--- config.mk ---
export PLATFORM = sky130hd
export DESIGN_NAME = mht_top
export DESIGN_NICKNAME = d
export VERILOG_FILES = /design/src/inc/mht_pkg.sv /design/src/inc/mht_tick_if.sv /design/src/mht_sync.sv /design/src/mht_tick_gen.sv /design/src/mht_top.sv
export VERILOG_INCLUDE_DIRS = /design/src /design/src/inc
export SDC_FILE = /design/constraint.sdc
export NUM_CORES = 1
export LEC_CHECK = 0
export ABC_AREA = 1
export BUFFER_PORTS_ARGS = -buffer_cell sky130_fd_sc_hd__buf_2
export CELL_PAD_IN_SITES_DETAIL_PLACEMENT = 0
export CELL_PAD_IN_SITES_GLOBAL_PLACEMENT = 1
export CORE_MARGIN = 2
export CORE_UTILIZATION = 39
export DETAILED_ROUTE_END_ITERATION = 7
export PLACE_DENSITY_LB_ADDON = 0.05
export SLEW_MARGIN = 20
export SYNTH_ARGS = -nofsm -noshare
export SYNTH_HDL_FRONTEND = slang
export SYNTH_SLANG_ARGS = --single-unit
--- constraint.sdc ---
create_clock -name clk -period 2.5 [get_ports clk]
set_input_delay 0.625 -clock clk [delete_from_list [all_inputs] [get_ports clk]]
set_output_delay 0.625 -clock clk [all_outputs]
set_load 0.01 [all_outputs]
--- src/inc/mht_regs.svh ---
// Function
// - High connection-delay byte counts 256 base ticks toward the FSK connection wait.
// - Low connection-delay byte adds base ticks; FSK wait is the sum of both.
// - Answer tone is accepted after persisting the programmed base-tick count.
// - After off hook, wait programmed base ticks, then sample loop overcurrent sense.
// - Fine answer tone length is used only when the seconds length is zero.
// - Nonzero seconds length sends the answer tone for that many seconds.
// - Originating 1200 bps modem needs scrambled ones for the programmed ticks.
// - Alpha and bang-one modes report 'k' when kissoff outlasts programmed 10 ms ticks.
// - Abort the call when carrier is absent after the programmed seconds.
// - In bang-seven mode the carrier wait is a handshake timeout giving 'N'.
// - In answer mode, wait programmed 53.33 ms ticks before answer tone starts.
// - A ring burst is valid only with the programmed minimum pulse count.
// - Line measurement reads loop voltage on hook and loop current off hook.
// - Ring burst on and off times must also meet the programmed ring limits.
`ifndef MHT_REGS_SVH
`define MHT_REGS_SVH
// Register offsets
`define MHT_OFS_FSK_LOW 8'h2f
`define MHT_OFS_TONE_SEC 8'h1e
`define MHT_OFS_FSK_HIGH 8'h30
`define MHT_OFS_ANS_DET 8'h31
`define MHT_OFS_OC_DELAY 8'h32
`define MHT_OFS_MDM_OPT 8'h33
`define MHT_OFS_TONE_FINE 8'h34
`define MHT_OFS_SCR_ONES 8'h35
`define MHT_OFS_KISSOFF 8'h36
`define MHT_OFS_CAR_RET 8'h37
`define MHT_OFS_ALARM2 8'h38
`define MHT_OFS_CAR_WAIT 8'h39
`define MHT_OFS_ANS_DELAY 8'h3a
`define MHT_OFS_RING_MIN 8'h3b
`define MHT_OFS_CID_GAIN 8'h3c
`define MHT_OFS_RING_CTL 8'h62
`define MHT_OFS_INTR_SET 8'h82
`define MHT_OFS_CID_INIT 8'h83
`define MHT_OFS_INTR_ST 8'hd1
`define MHT_OFS_LINE_MEAS 8'hdb
`define MHT_OFS_GEN_STAT 8'hdf
`define MHT_OFS_IRQ_STAT 8'hc0
`define MHT_OFS_IRQ_MASK 8'hc1
`define MHT_OFS_CTRL 8'hc2
`define MHT_OFS_RING_ON_MIN 8'hc3
`define MHT_OFS_RING_ON_MAX 8'hc4
`define MHT_OFS_RING_OFF_MIN 8'hc5
// Reset values of the nonzero registers, zero elsewhere
`define MHT_RST_ZERO 8'h00
`define MHT_RST_FSK_LOW 8'h3c
`define MHT_RST_TONE_SEC 8'h03
`define MHT_RST_ANS_DET 8'h3c
`define MHT_RST_OC_DELAY 8'h0c
`define MHT_RST_MDM_OPT 8'h80
`define MHT_RST_TONE_FINE 8'h5a
`define MHT_RST_SCR_ONES 8'ha2
`define MHT_RST_KISSOFF 8'h30
`define MHT_RST_CAR_RET 8'h20
`define MHT_RST_ALARM2 8'h38
`define MHT_RST_CAR_WAIT 8'h3c
`define MHT_RST_ANS_DELAY 8'h29
`define MHT_RST_RING_MIN 8'h03
`define MHT_RST_CID_GAIN 8'h04
`define MHT_RST_RING_ON_MIN 8'h02
`define MHT_RST_RING_ON_MAX 8'h1e
`define MHT_RST_RING_OFF_MIN 8'h0f
// Control register field: security mode in bits 1:0
`define MHT_CTRL_MODE_LSB 0
// Status bit positions
`define MHT_EV_ANS_TONE 0
`define MHT_EV_SCR_ONES 1
`define MHT_EV_KISSOFF 2
`define MHT_EV_CAR_BACK 3
`define MHT_EV_FSK_UP 4
`define MHT_EV_OVERCUR 5
`define MHT_EV_CAR_TMO 6
`define MHT_EV_RING 7
// Timing: base tick is 5/3 ms at a 20 ns clock
`define MHT_CLK_NS 20
`define MHT_BASE_NUM_MS 5
`define MHT_BASE_DEN 3
`define MHT_BASE_CYCLES ((`MHT_BASE_NUM_MS * 1000000) / (`MHT_BASE_DEN * `MHT_CLK_NS))
`define MHT_DIV_10MS 6
`define MHT_DIV_53MS 32
`define MHT_DIV_SEC 600
`endif

--- src/inc/mht_pkg.sv ---
`include "mht_regs.svh"
package mht_pkg;
   typedef enum logic [1:0] {MODE_NONE, MODE_ALPHA, MODE_BANG1, MODE_BANG7} mht_mode_t;
   typedef enum {ANS_IDLE, ANS_DELAY, ANS_TONE, ANS_DONE} mht_ans_t;
   localparam int MHT_NRW = 24;
   localparam int IX_FSKL = 0, IX_TSEC = 1, IX_FSKH = 2, IX_ADET = 3, IX_OCD = 4;
   localparam int IX_TFINE = 6, IX_SCR = 7, IX_KISS = 8, IX_CRET = 9, IX_CWAIT = 11;
   localparam int IX_ADLY = 12, IX_RPMIN = 13, IX_CTRL = 19, IX_RONMIN = 20;
   localparam int IX_RONMAX = 21, IX_ROFFMIN = 22, IX_MASK = 23;
   localparam logic [7:0] MHT_RW_ADDR [MHT_NRW] = '{`MHT_OFS_FSK_LOW, `MHT_OFS_TONE_SEC,
      `MHT_OFS_FSK_HIGH, `MHT_OFS_ANS_DET, `MHT_OFS_OC_DELAY, `MHT_OFS_MDM_OPT,
      `MHT_OFS_TONE_FINE, `MHT_OFS_SCR_ONES, `MHT_OFS_KISSOFF, `MHT_OFS_CAR_RET,
      `MHT_OFS_ALARM2, `MHT_OFS_CAR_WAIT, `MHT_OFS_ANS_DELAY, `MHT_OFS_RING_MIN,
      `MHT_OFS_CID_GAIN, `MHT_OFS_RING_CTL, `MHT_OFS_INTR_SET, `MHT_OFS_CID_INIT,
      `MHT_OFS_GEN_STAT, `MHT_OFS_CTRL, `MHT_OFS_RING_ON_MIN, `MHT_OFS_RING_ON_MAX,
      `MHT_OFS_RING_OFF_MIN, `MHT_OFS_IRQ_MASK};
   localparam logic [7:0] MHT_RW_RST [MHT_NRW] = '{`MHT_RST_FSK_LOW, `MHT_RST_TONE_SEC,
      `MHT_RST_ZERO, `MHT_RST_ANS_DET, `MHT_RST_OC_DELAY, `MHT_RST_MDM_OPT,
      `MHT_RST_TONE_FINE, `MHT_RST_SCR_ONES, `MHT_RST_KISSOFF, `MHT_RST_CAR_RET,
      `MHT_RST_ALARM2, `MHT_RST_CAR_WAIT, `MHT_RST_ANS_DELAY, `MHT_RST_RING_MIN,
      `MHT_RST_CID_GAIN, `MHT_RST_ZERO, `MHT_RST_ZERO, `MHT_RST_ZERO, `MHT_RST_ZERO,
      `MHT_RST_ZERO, `MHT_RST_RING_ON_MIN, `MHT_RST_RING_ON_MAX, `MHT_RST_RING_OFF_MIN,
      `MHT_RST_ZERO};
endpackage

--- src/inc/mht_tick_if.sv ---
`timescale 1ns/1ps
// One-cycle tick strobes shared by the timers
interface mht_tick_if;
   logic tick_base;
   logic tick_10ms;
   logic tick_53ms;
   logic tick_sec;
   modport gen (output tick_base, output tick_10ms, output tick_53ms, output tick_sec);
   modport use_ticks (input tick_base, input tick_10ms, input tick_53ms, input tick_sec);
endinterface

--- src/mht_sync.sv ---
`timescale 1ns/1ps
// Two-flop synchroniser for pin levels; stage one feeds only stage two
module mht_sync #(parameter int W = 34)
(
   input wire logic clk,
   input wire logic arst_n,
   input wire logic [W-1:0] d,
   output logic [W-1:0] q
);
   logic [W-1:0] meta_reg;
   always_ff @(posedge clk or negedge arst_n)
   begin
      if (!arst_n)
      begin
         meta_reg <= '0;
         q <= '0;
      end
      else
      begin
         meta_reg <= d;
         q <= meta_reg;
      end
   end
endmodule

--- src/mht_tick_gen.sv ---
`timescale 1ns/1ps
module mht_tick_gen
   import mht_pkg::*;
#(parameter int unsigned BASE_CYCLES = `MHT_BASE_CYCLES)
(
   input wire logic clk,
   input wire logic arst_n,
   mht_tick_if.gen tk
);
   localparam int DIVS [3] = '{`MHT_DIV_10MS, `MHT_DIV_53MS, `MHT_DIV_SEC};
   logic [16:0] base_cnt_reg;
   logic [2:0] sub_tick;
   // Base tick every 5/3 ms; period rounds down by a third of a cycle
   always_ff @(posedge clk or negedge arst_n)
   begin
      if (!arst_n)
      begin
         base_cnt_reg <= '0;
         tk.tick_base <= 1'b0;
      end
      else
      begin
         tk.tick_base <= (base_cnt_reg == 17'(BASE_CYCLES - 1));
         base_cnt_reg <= (base_cnt_reg == 17'(BASE_CYCLES - 1)) ? '0 : base_cnt_reg + 17'h1;
      end
   end
   // Slower ticks are exact multiples of the base tick
   for (genvar g = 0; g < 3; g++)
   begin : g_div
      logic [9:0] cnt_reg;
      logic tick_reg;
      always_ff @(posedge clk or negedge arst_n)
      begin
         if (!arst_n)
         begin
            cnt_reg <= '0;
            tick_reg <= 1'b0;
         end
         else
         begin
            tick_reg <= tk.tick_base && (cnt_reg == 10'(DIVS[g] - 1));
            if (tk.tick_base)
               cnt_reg <= (cnt_reg == 10'(DIVS[g] - 1)) ? '0 : cnt_reg + 10'h1;
         end
      end
      assign sub_tick[g] = tick_reg;
   end
   assign tk.tick_10ms = sub_tick[0];
   assign tk.tick_53ms = sub_tick[1];
   assign tk.tick_sec = sub_tick[2];
endmodule

--- src/mht_top.sv ---
// Local design decision: the plain strobed port.
`timescale 1ns/1ps
module mht_top
   import mht_pkg::*;
#(parameter int unsigned BASE_CYCLES = `MHT_BASE_CYCLES)
(
   input wire logic clk,
   input wire logic arst_n,
   input wire logic [7:0] reg_addr,
   input wire logic [7:0] reg_wdata,
   input wire logic reg_wr,
   input wire logic reg_rd,
   output logic [7:0] reg_rdata,
   input wire logic pin_off_hook,
   input wire logic pin_answer_mode,
   input wire logic pin_v22_orig,
   input wire logic pin_answer_tone_det,
   input wire logic pin_scr_ones_det,
   input wire logic pin_kissoff_det,
   input wire logic pin_carrier_det,
   input wire logic pin_ring_pulse,
   input wire logic pin_handshake_end,
   input wire logic pin_loop_over,
   input wire logic [7:0] pin_loop_volt,
   input wire logic [7:0] pin_loop_curr,
   input wire logic [7:0] pin_intrusion_state,
   output logic irq,
   output logic answer_tone_tx,
   output logic fsk_link_up,
   output logic [7:0] event_pulse,
   output logic result_n,
   output logic [7:0] kissoff_ctrl_bits
);
   mht_tick_if tk ();
   logic [33:0] sync_q;
   logic off_hook, ans_mode, v22_orig, car_det, ring_lvl, hs_lvl, loop_over;
   logic [7:0] loop_volt, loop_curr, intr_state;
   logic [3:0] prev_reg;
   logic off_rise, hs_rise, ring_rise, car_fall;
   logic [7:0] rw_reg [MHT_NRW];
   logic [7:0] status_reg, meas_reg, rdata_next;
   logic [7:0] evt_next;
   mht_mode_t mode;

   mht_tick_gen #(.BASE_CYCLES(BASE_CYCLES)) u_tick (
      .clk(clk),
      .arst_n(arst_n),
      .tk(tk.gen)
   );

   // Every pin crosses two flops before any logic sees it
   mht_sync #(.W(34)) u_sync (
      .clk(clk),
      .arst_n(arst_n),
      .d({pin_off_hook, pin_answer_mode, pin_v22_orig, pin_answer_tone_det,
         pin_scr_ones_det, pin_kissoff_det, pin_carrier_det, pin_ring_pulse,
         pin_handshake_end, pin_loop_over, pin_loop_volt, pin_loop_curr,
         pin_intrusion_state}),
      .q(sync_q)
   );
   logic ans_det, scr_det, kiss_det;
   assign {off_hook, ans_mode, v22_orig, ans_det, scr_det, kiss_det, car_det, ring_lvl,
      hs_lvl, loop_over, loop_volt, loop_curr, intr_state} = sync_q;
   assign mode = mht_mode_t'(rw_reg[IX_CTRL][`MHT_CTRL_MODE_LSB +: 2]);

   // Edge detection on the synchronised levels
   always_ff @(posedge clk or negedge arst_n)
   begin
      if (!arst_n)
         prev_reg <= '0;
      else
         prev_reg <= {off_hook, hs_lvl, ring_lvl, car_det};
   end
   assign off_rise = off_hook && !prev_reg[3];
   assign hs_rise = hs_lvl && !prev_reg[2];
   assign ring_rise = ring_lvl && !prev_reg[1];
   assign car_fall = !car_det && prev_reg[0];

   // Plain read/write bytes; each holds its own default after reset
   for (genvar i = 0; i < MHT_NRW; i++)
   begin : g_rw
      always_ff @(posedge clk or negedge arst_n)
      begin
         if (!arst_n)
            rw_reg[i] <= MHT_RW_RST[i];
         else if (reg_wr && reg_addr == MHT_RW_ADDR[i])
            rw_reg[i] <= reg_wdata;
      end
   end

   // Read mux; unmapped addresses read zero
   always_comb
   begin
      rdata_next = 8'h00;
      for (int i = 0; i < MHT_NRW; i++)
         if (reg_addr == MHT_RW_ADDR[i])
            rdata_next = rw_reg[i];
      case (reg_addr)
         `MHT_OFS_IRQ_STAT: rdata_next = status_reg;
         `MHT_OFS_LINE_MEAS: rdata_next = meas_reg;
         `MHT_OFS_INTR_ST: rdata_next = intr_state;
         default: ;
      endcase
   end

   // Read data stands only in the cycle after the strobe
   always_ff @(posedge clk or negedge arst_n)
   begin
      if (!arst_n)
         reg_rdata <= 8'h00;
      else
         reg_rdata <= reg_rd ? rdata_next : 8'h00;
   end

   // Voltage on hook, current off hook
   always_ff @(posedge clk or negedge arst_n)
   begin
      if (!arst_n)
         meas_reg <= 8'h00;
      else
         meas_reg <= off_hook ? loop_curr : loop_volt;
   end

   // Persistence detectors: answer tone, scrambled ones, kissoff, carrier
   logic [3:0] det_in, det_tick, det_hit, det_fired;
   logic [7:0] det_cnt [4];
   logic [7:0] det_lim [4];
   localparam logic [3:0] DET_STRICT = 4'h4;  // Kissoff must outlast its limit
   assign det_in = {car_det, kiss_det, scr_det && v22_orig, ans_det};
   assign det_tick = {tk.tick_base, tk.tick_10ms, tk.tick_base, tk.tick_base};
   assign det_lim[0] = rw_reg[IX_ADET];
   assign det_lim[1] = rw_reg[IX_SCR];
   assign det_lim[2] = rw_reg[IX_KISS];
   assign det_lim[3] = rw_reg[IX_CRET];
   for (genvar g = 0; g < 4; g++)
   begin : g_det
      // Counter saturates so a long tone cannot wrap and fire twice
      assign det_hit[g] = det_in[g] && !det_fired[g] &&
         (DET_STRICT[g] ? det_cnt[g] > det_lim[g] : det_cnt[g] >= det_lim[g]);
      always_ff @(posedge clk or negedge arst_n)
      begin
         if (!arst_n)
         begin
            det_cnt[g] <= 8'h00;
            det_fired[g] <= 1'b0;
         end
         else if (!det_in[g])
         begin
            det_cnt[g] <= 8'h00;
            det_fired[g] <= 1'b0;
         end
         else
         begin
            if (det_tick[g] && det_cnt[g] != 8'hff)
               det_cnt[g] <= det_cnt[g] + 8'h01;
            if (det_hit[g])
               det_fired[g] <= 1'b1;
         end
      end
   end

   // Carrier return only counts after a loss
   logic car_lost_reg;
   always_ff @(posedge clk or negedge arst_n)
   begin
      if (!arst_n)
         car_lost_reg <= 1'b0;
      else if (car_fall)
         car_lost_reg <= 1'b1;
      else if (det_hit[3])
         car_lost_reg <= 1'b0;
   end

   // Overcurrent check: delay after going off hook, then one sample
   logic oc_busy_reg, oc_done;
   logic [7:0] oc_cnt_reg;
   assign oc_done = oc_busy_reg && off_hook && oc_cnt_reg >= rw_reg[IX_OCD];
   always_ff @(posedge clk or negedge arst_n)
   begin
      if (!arst_n)
      begin
         oc_busy_reg <= 1'b0;
         oc_cnt_reg <= 8'h00;
      end
      else if (off_rise)
      begin
         oc_busy_reg <= 1'b1;
         oc_cnt_reg <= 8'h00;
      end
      else if (!off_hook || oc_done)
         oc_busy_reg <= 1'b0;
      else if (oc_busy_reg && tk.tick_base)
         oc_cnt_reg <= oc_cnt_reg + 8'h01;
   end

   // FSK connection wait: high byte times 256 plus low byte, in base ticks
   logic fsk_busy_reg, fsk_done;
   logic [15:0] fsk_cnt_reg, fsk_target;
   assign fsk_target = {rw_reg[IX_FSKH], 8'h00} + {8'h00, rw_reg[IX_FSKL]};
   assign fsk_done = fsk_busy_reg && fsk_cnt_reg >= fsk_target;
   always_ff @(posedge clk or negedge arst_n)
   begin
      if (!arst_n)
      begin
         fsk_busy_reg <= 1'b0;
         fsk_cnt_reg <= 16'h0000;
         fsk_link_up <= 1'b0;
      end
      else if (!off_hook)
      begin
         fsk_busy_reg <= 1'b0;
         fsk_link_up <= 1'b0;
      end
      else if (hs_rise)
      begin
         fsk_busy_reg <= 1'b1;
         fsk_cnt_reg <= 16'h0000;
      end
      else if (fsk_done)
      begin
         fsk_busy_reg <= 1'b0;
         fsk_link_up <= 1'b1;
      end
      else if (fsk_busy_reg && tk.tick_base)
         fsk_cnt_reg <= fsk_cnt_reg + 16'h0001;
   end

   // Carrier wait in seconds from off hook; handshake timeout in bang-seven
   logic cw_busy_reg, cw_expire;
   logic [7:0] cw_cnt_reg;
   assign cw_expire = cw_busy_reg && !car_det && cw_cnt_reg >= rw_reg[IX_CWAIT];
   always_ff @(posedge clk or negedge arst_n)
   begin
      if (!arst_n)
      begin
         cw_busy_reg <= 1'b0;
         cw_cnt_reg <= 8'h00;
      end
      else if (off_rise)
      begin
         cw_busy_reg <= 1'b1;
         cw_cnt_reg <= 8'h00;
      end
      else if (!off_hook || car_det || cw_expire)
         cw_busy_reg <= 1'b0;
      else if (cw_busy_reg && tk.tick_sec)
         cw_cnt_reg <= cw_cnt_reg + 8'h01;
   end

   // Answer sequence: start delay, then tone of seconds or fine length
   mht_ans_t ans_state;
   logic [7:0] ans_cnt_reg;
   logic use_sec, tone_end;
   assign use_sec = rw_reg[IX_TSEC] != 8'h00;
   assign tone_end = use_sec ? ans_cnt_reg >= rw_reg[IX_TSEC] : ans_cnt_reg >= rw_reg[IX_TFINE];
   always_ff @(posedge clk or negedge arst_n)
   begin
      if (!arst_n)
      begin
         ans_state <= ANS_IDLE;
         ans_cnt_reg <= 8'h00;
         answer_tone_tx <= 1'b0;
      end
      else if (!off_hook)
      begin
         ans_state <= ANS_IDLE;
         answer_tone_tx <= 1'b0;
      end
      else
      begin
         case (ans_state)
            ANS_IDLE:
               if (off_rise && ans_mode)
               begin
                  ans_state <= ANS_DELAY;
                  ans_cnt_reg <= 8'h00;
               end
            ANS_DELAY:
               if (ans_cnt_reg >= rw_reg[IX_ADLY])
               begin
                  ans_state <= ANS_TONE;
                  ans_cnt_reg <= 8'h00;
                  answer_tone_tx <= 1'b1;
               end
               else if (tk.tick_53ms)
                  ans_cnt_reg <= ans_cnt_reg + 8'h01;
            ANS_TONE:
               if (tone_end)
               begin
                  ans_state <= ANS_DONE;
                  answer_tone_tx <= 1'b0;
               end
               else if (use_sec ? tk.tick_sec : tk.tick_base)
                  ans_cnt_reg <= ans_cnt_reg + 8'h01;
            ANS_DONE: ans_state <= ANS_DONE;
            default: ans_state <= ANS_IDLE;
         endcase
      end
   end

   // Ring burst: pulse count, on length and closing gap in 53.33 ms ticks
   logic ring_act_reg, ring_end, ring_valid;
   logic [7:0] ring_np_reg, ring_el_reg, ring_gap_reg, ring_on_reg;
   assign ring_end = ring_act_reg && !ring_rise && ring_gap_reg >= rw_reg[IX_ROFFMIN];
   assign ring_valid = ring_end && ring_np_reg >= rw_reg[IX_RPMIN] &&
      ring_on_reg >= rw_reg[IX_RONMIN] && ring_on_reg <= rw_reg[IX_RONMAX];
   always_ff @(posedge clk or negedge arst_n)
   begin
      if (!arst_n)
      begin
         ring_act_reg <= 1'b0;
         ring_np_reg <= 8'h00;
         ring_el_reg <= 8'h00;
         ring_gap_reg <= 8'h00;
         ring_on_reg <= 8'h00;
      end
      else if (ring_rise)
      begin
         ring_act_reg <= 1'b1;
         ring_gap_reg <= 8'h00;
         ring_np_reg <= !ring_act_reg ? 8'h01 :
            (ring_np_reg == 8'hff ? ring_np_reg : ring_np_reg + 8'h01);
         ring_el_reg <= ring_act_reg ? ring_el_reg : 8'h00;
         ring_on_reg <= ring_act_reg ? ring_el_reg : 8'h00;
      end
      else if (ring_end)
         ring_act_reg <= 1'b0;
      else if (ring_act_reg && tk.tick_53ms)
      begin
         // Saturate so a long burst is rejected, not wrapped into range
         if (ring_el_reg != 8'hff)
            ring_el_reg <= ring_el_reg + 8'h01;
         if (ring_gap_reg != 8'hff)
            ring_gap_reg <= ring_gap_reg + 8'h01;
      end
   end

   // Event gathering; kissoff 'k' only in alpha and bang-one modes
   always_comb
   begin
      evt_next = 8'h00;
      evt_next[`MHT_EV_ANS_TONE] = det_hit[0];
      evt_next[`MHT_EV_SCR_ONES] = det_hit[1];
      evt_next[`MHT_EV_KISSOFF] = det_hit[2] && (mode == MODE_ALPHA || mode == MODE_BANG1);
      evt_next[`MHT_EV_CAR_BACK] = det_hit[3] && car_lost_reg;
      evt_next[`MHT_EV_FSK_UP] = fsk_done && !hs_rise;
      evt_next[`MHT_EV_OVERCUR] = oc_done && loop_over;
      evt_next[`MHT_EV_CAR_TMO] = cw_expire && off_hook && !off_rise;
      evt_next[`MHT_EV_RING] = ring_valid;
   end

   // Status bits are sticky, write one to clear; a new event beats the clear
   always_ff @(posedge clk or negedge arst_n)
   begin
      if (!arst_n)
         status_reg <= 8'h00;
      else if (reg_wr && reg_addr == `MHT_OFS_IRQ_STAT)
         status_reg <= (status_reg & ~reg_wdata) | evt_next;
      else
         status_reg <= status_reg | evt_next;
   end

   // Registered event outputs and bang-seven result code
   always_ff @(posedge clk or negedge arst_n)
   begin
      if (!arst_n)
      begin
         event_pulse <= 8'h00;
         result_n <= 1'b0;
         irq <= 1'b0;
         kissoff_ctrl_bits <= 8'h00;
      end
      else
      begin
         event_pulse <= evt_next;
         result_n <= evt_next[`MHT_EV_CAR_TMO] && mode == MODE_BANG7;
         irq <= |(status_reg & rw_reg[IX_MASK]);
         kissoff_ctrl_bits <= (mode == MODE_BANG7) ? rw_reg[IX_KISS] : 8'h00;
      end
   end
endmodule
# Yosys cells after proc, flatten, opt, wreduce, memory -nomap -nowiden
# Cells that the tools add are included.
# Widths: inputs -> output; s select.
[totals] inputBits=54 word_cells=376 out_inout_bits=28 reg_bits=504
[op_classes] muxes=100 eq_ne=68 n_addsub=16 order_cmp=14 reduce_logical=107 n_bitwise=5
[ops] cell="$mux 8" count=58
[ops] cell="$mux 32" count=4
[ops] cell="$pmux 32 s4" count=1
[ops] cell="$eq 8x6->1 const B" count=14
[ops] cell="$eq 8x8->1 const B" count=12
[ops] cell="$ge 8x8->1" count=11
[ops] cell="$add 8x1->8 const B" count=10
[ops] cell="$logic_and 1x1->1" count=67
[ops] cell="$eq 32x2->1 const B" count=2
[ops] cell="$mux 16" count=3
[ops] cell="$ne 8x8->1 const B" count=6
[ops] cell="$pmux 8 s3" count=2
[ops] cell="$ne 2x2->1 const B" count=17
[ops] cell="$eq 32x1->1 const B" count=1
[ops] cell="$logic_not 32->1" count=1
[ops] cell="$add 10x1->10 const B" count=3
[ops] cell="$mux 10" count=3
[ops] cell="$mux 1" count=27
[ops] cell="$reduce_bool 2->1" count=10
[ops] cell="$add 17x1->17 const B" count=1
[ops] cell="$eq 17x17->1 const B" count=1
[ops] cell="$mux 17" count=1
[ops] cell="$add 16x1->16 const B" count=1
[ops] cell="$add 16x8->16" count=1
[ops] cell="25 further kinds" count=53

# Longest topological paths before layout
[logic_depth] word_depth=27 mapped_depth=25 ltp_nobuf=25

# Modules after synthesis
# Synthesis repeated with hierarchy kept, for this count alone.
[hier_totals] cells_unflattened=2836 area_unflattened_um2=23801.6
[by_module_without_submodules] mod="mht_top" area_each_um2=19319.8 cells_each=2414 seq_area_each_um2=8939.8 instances=1
[by_module_without_submodules] mod="mht_tick_gen" area_each_um2=2780.2 cells_each=354 seq_area_each_um2=1276.2 instances=1
[by_module_without_submodules] mod="mht_sync" area_each_um2=1701.6 cells_each=68 seq_area_each_um2=1701.6 instances=1

# Worst setup path before layout
# Ideal clock, no wire load.
[synth_path] path_type="flip-flop to flip-flop" startpoint="register rw_reg[139] in the netlist's numbering" endpoint="register ans_cnt_reg[7]" path_buffers=0 stages_incl_launch_ff=12 synth_period_minus_slack_ns=2.297 setup_slack_ns=0.203 setup_ns=0.120 required_time_ns=2.380 arrival_ns=2.178 cell_sequence="dfstp_2 inv_1 ha_1 a21oi_1 o21ai_0 a21oi_1 o311ai_0 nand2_1 o21ai_0 a2111oi_4 o21ai_0 and3_1"
[synth_via] elab_chain_cells=4
[synth_rtl] element="start: declaration" line_no="mht_top.sv:40" text="logic [7:0] rw_reg [MHT_NRW];"
[synth_rtl] element="start signal: indexed assignment" line_no="mht_top.sv:85" text="rw_reg[i] <= MHT_RW_RST[i];"
[synth_rtl] element="start signal: indexed assignment" line_no="mht_top.sv:87" text="rw_reg[i] <= reg_wdata;"
[synth_rtl] element="$ge 8x8->1" line_no="mht_top.sv:255" text="assign tone_end = use_sec ? ans_cnt_reg >= rw_reg[IX_TSEC] : ans_cnt_reg >= rw_reg[IX_TFINE];"
[synth_rtl] element="$mux 1" line_no="mht_top.sv:255"
[synth_rtl] element="$ne 2x2->1 (no source line)"
[synth_rtl] element="$reduce_and 6->1 (no source line)"
[synth_rtl] element="end signal: assignment" line_no="mht_top.sv:286" text="ans_cnt_reg <= ans_cnt_reg + 8'h01;"
[synth_rtl] element="end signal: assignment" line_no="mht_top.sv:294" text="ans_cnt_reg <= ans_cnt_reg + 8'h01;"
[synth_rtl] element="end: declaration" line_no="mht_top.sv:252" text="logic [7:0] ans_cnt_reg;"
# Every way passes these cells.
# A chain may end at the register's enable or synchronous reset.

# Worst setup path after layout
[layout_path] startpoint="register rw_reg[186] in the netlist's numbering" endpoint="register fsk_cnt_reg[3]"
[layout_via] elab_chain_cells=5
[layout_rtl] element="$add 16x8->16" line_no="mht_top.sv:199" text="assign fsk_target = {rw_reg[IX_FSKH], 8'h00} + {8'h00, rw_reg[IX_FSKL]};"
[layout_rtl] element="$ge 16x16->1" line_no="mht_top.sv:200" text="assign fsk_done = fsk_busy_reg && fsk_cnt_reg >= fsk_target;"
[layout_rtl] element="$logic_and 1x1->1" line_no="mht_top.sv:200"
[layout_rtl] element="$ne 2x2->1 (no source line)"
[layout_rtl] element="$reduce_and 3->1 (no source line)"
[layout_rtl] element="end signal: assignment" line_no="mht_top.sv:225" text="fsk_cnt_reg <= fsk_cnt_reg + 16'h0001;"
[layout_rtl] element="end: declaration" line_no="mht_top.sv:198" text="logic [15:0] fsk_cnt_reg, fsk_target;"
# Every way passes these cells.

==> results.yml <==
status:
  status: "finished, final reports clean"
floorplan:
  dieArea_um2: 61900
  rows: 89
  fp.dieW_um: 249
  start_util: 0.396
  die_h_um: 249
  io_pins: 82
  core_region_area_um2: 59100
yosys:
  synth-edff-count: 0
  yosys_most_used_dff: "dfrtp_1"
  synth_cell_types: 56
  synth_nets: 2941
  yosysWarningCount: 0
  synth_area_um2: 23400
  ys_seq_area_frac: 0.510
  ys_ff_latch: 474
  synthCells: 2745
  yosys.area.top_type: "dfrtp_1"
  syn_avg_cell_area_um2: 8.52
  synth_top_area_frac: 0.459
  synthTopCellsByArea: "dfrtp_1 (46%), nand2_1 (11%), ha_1 (7.6%)"
  async_reset_ff_frac: 1.00
pwr:
  p_leak_nw: 13.2
  power.total_mw: 19.2
  powerDensity_nw_per_um2: 677
  ir_worst_vdd_mv: 0.537
clock_tree:
  cts_tree: "done"
  path_clk_slew_ns: 0.06
  clock-sinks: 474
  cts_buffers: 54
  h-tree-depth: 2
  insertion_delay_ns: 0.61
  cts_root_buf: "clkbuf_16"
  clock_path_buffers: 3
drt:
  drc: 0
  avgViaCountPerCell: 4.97
  post_drt_wl_per_cell_um: 17.5
  drt_iter0_drc: 1050
  dr_total_vias: 19000
  first_pass_iters: 5
  antenna_left: 0
  wl_mm: 66.7
worst_hold_path:
  holdCritPathClass: "in -> reg"
worst_setup_path:
  r2r_slack_ns: 0.07
  worst_r2r_endpoint: "fsk_cnt_reg[3]"
  startpoint: "rw_reg[186]"
  crit_arrival_ns: 2.96
  required_ns: 3.03
  cpMostUsedCell: "nand2_1"
  crit_path_end: "fsk_cnt_reg[3]"
  ff2ff_path_depth: 22
  path_cells: "inv_2, ha_4, a21boi_2, o21ai_1, nand2_1, nand2_1, nand2_1, nand2_1, nand2_1, nand2_1, nand2_1, nand2_1, nand2_2, nand2_2, nand2_1, nand2_1, inv_1, nand2_2, nand2_4, buf_6, o21ai_2, nor3b_2"
  endpoint_kind: "register"
  crit_fanout: 5
  cpPeakStageDelay_ns: 0.53
  r2r-start: "rw_reg[186]"
  start_kind: "register"
  critPathSlowestCell: "dfstp_2"
  critPathKind: "reg -> reg"
final_layout:
  multi_input_area_um2: 10000
  areaGrowthSynthToFinish_pct: 21.1
  ff_latch_area_um2: 11900
  drive_gt1_frac: 0.165
  utilization: 0.479
  fillCellCount: 5754
  most-common-layout-cells: "nand2_1 (649), dfrtp_1 (426), inv_1 (386)"
  layout.nets: 3197
  final_common_cell: "nand2_1"
  largest_reg_flops: 158
grt:
  grt_use_total: 0.219
  antenna_found_initial: 8
  grt_pass1_vias: 18900
  grt_pass1_wl_mm: 107
  gr-total-overflow: 0
  grt_max_degree: 64
sta:
  final.setup_skew_ns: 0.0153
  layout_setup_ws_ns: 0.0684
  period_minus_slack_ns: 2.43
  fmax_ghz: 0.411
  worst_slew_pin_slew_ns: 0.714
  period_share: 0.973
  maxSlewViolCount: 0
  tns_ns: 0
  rsz0062_at_grt: "yes"
  finalSetupViolations: 0
  max_slew_margin: 0.524
  hold_ws_ns: 0.116
  hold_viol_final: 0
job:
  max-cap-violations: 0
place:
  io_buffers: 81
  dp_hpwl_mm: 49.1
  gp_congestion: 0.863
  pre_cts_slack_ns: -0.435
metal layers:
layer  part of all wire  GRT usage  up-vias
li1                   -          -     9508
met1               0.48      0.308     9097
met2               0.46      0.357      300
met3              0.042     0.0338       79
met4              0.018     0.0443        6
met5            0.00058          0        -
power by group:
part	switching, mW	leakage [nW]	internal (mW)
sequential	0.345	6.13	8.13
combinational	1.43	6.19	0.961
clock	3.24	0.910	5.05
total	5.02	13.2	14.1
cell usage after synthesis, types with 7 or more instances:
cell type	instances
nor4_1	10
o21ai_0	314
clkbuf_1	56
nand2_1	656
ha_1	142
o31ai_1	12
nor3_2	7
nor2_2	10
a221oi_1	7
dfstp_2	45
nand4_1	74
nor2_1	154
a21oi_1	115
inv_1	400
nor3_1	58
and3_1	7
nor3b_1	11
nand3_1	102
dfrtp_1	429
o21a_1	13
o21ai_1	12
xor2_1	27
layout make-up:
cell class | instances | share of cell area
Timing Repair Buffer | 263 | 0.0703
Tap cell | 773 | 0.0342
Inverter | 410 | 0.0546
Multi-Input combinational cell | 1798 | 0.354
Sequential cell | 474 | 0.421
Clock inverter | 26 | 0.0122
Clock buffer | 73 | 0.0535
Antenna cell | 2 | 0.000177
worst min path at each step:
stage,start,end,slack [ns],depth (start not counted)
3_5_place_dp,u_sync.meta_reg[16],u_sync.q[16],0.34,0
5_1_grt,pin_loop_curr[0],u_sync.meta_reg[8],0.08,1
6_report,pin_intrusion_state[1],u_sync.meta_reg[1],0.12,1
4_1_cts,pin_intrusion_state[1],u_sync.meta_reg[1],0.08,1
3_3_place_gp,u_sync.meta_reg[27],u_sync.q[27],0.33,0
2_1_floorplan,arst_n,ans_cnt_reg[0],0.33,0
through the flow:
| step | instance area [um^2] | std cells |
|---|---|---|
| final | 28300 | 3819 |
| after global placement | 25900 | 3697 |
| after floorplan | 23400 | 2745 |
| after detailed placement | 25900 | 3697 |
| after CTS | 27900 | 3800 |
| after global routing | 28300 | 3818 |
cell families (layout without fill, tap and decap cells):
group | Yosys count | count (layout) | share of synthesized area
AOI/OAI and AO/OA | 516 | 516 | 0.120
xor gates and xnor gates | 33 | 33 | 0.0124
adders and majority gates | 142 | 142 | 0.0760
buffers and inverters | 473 | 772 | 0.0768
DFF | 474 | 474 | 0.510
other | 0 | 2 | 0
and+or+nand+nor | 1107 | 1107 | 0.205
what timing repair did:
action                     in CTS  in global routing
setup endpoints to repair      27                 45
pin swaps                      18                 50
gates cloned                    0                  0
hold buffers                    1                  0
hold endpoints to repair       33                  0
resized for setup              30                 68
buffers inserted                3                 18
critical path, delay by kind of cell, from the launching register on:
| family | cells | cell delay (ns) |
|---|---|---|
| flip-flops | 1 | 0.53 |
| buffers and inverters | 3 | 0.24 |
| AND/OR/NAND/NOR | 15 | 1.04 |
| AO/OA/AOI/OAI | 3 | 0.34 |
| adder cells (fa/ha/maj) | 1 | 0.19 |
Power figures use the tool's default switching activity.
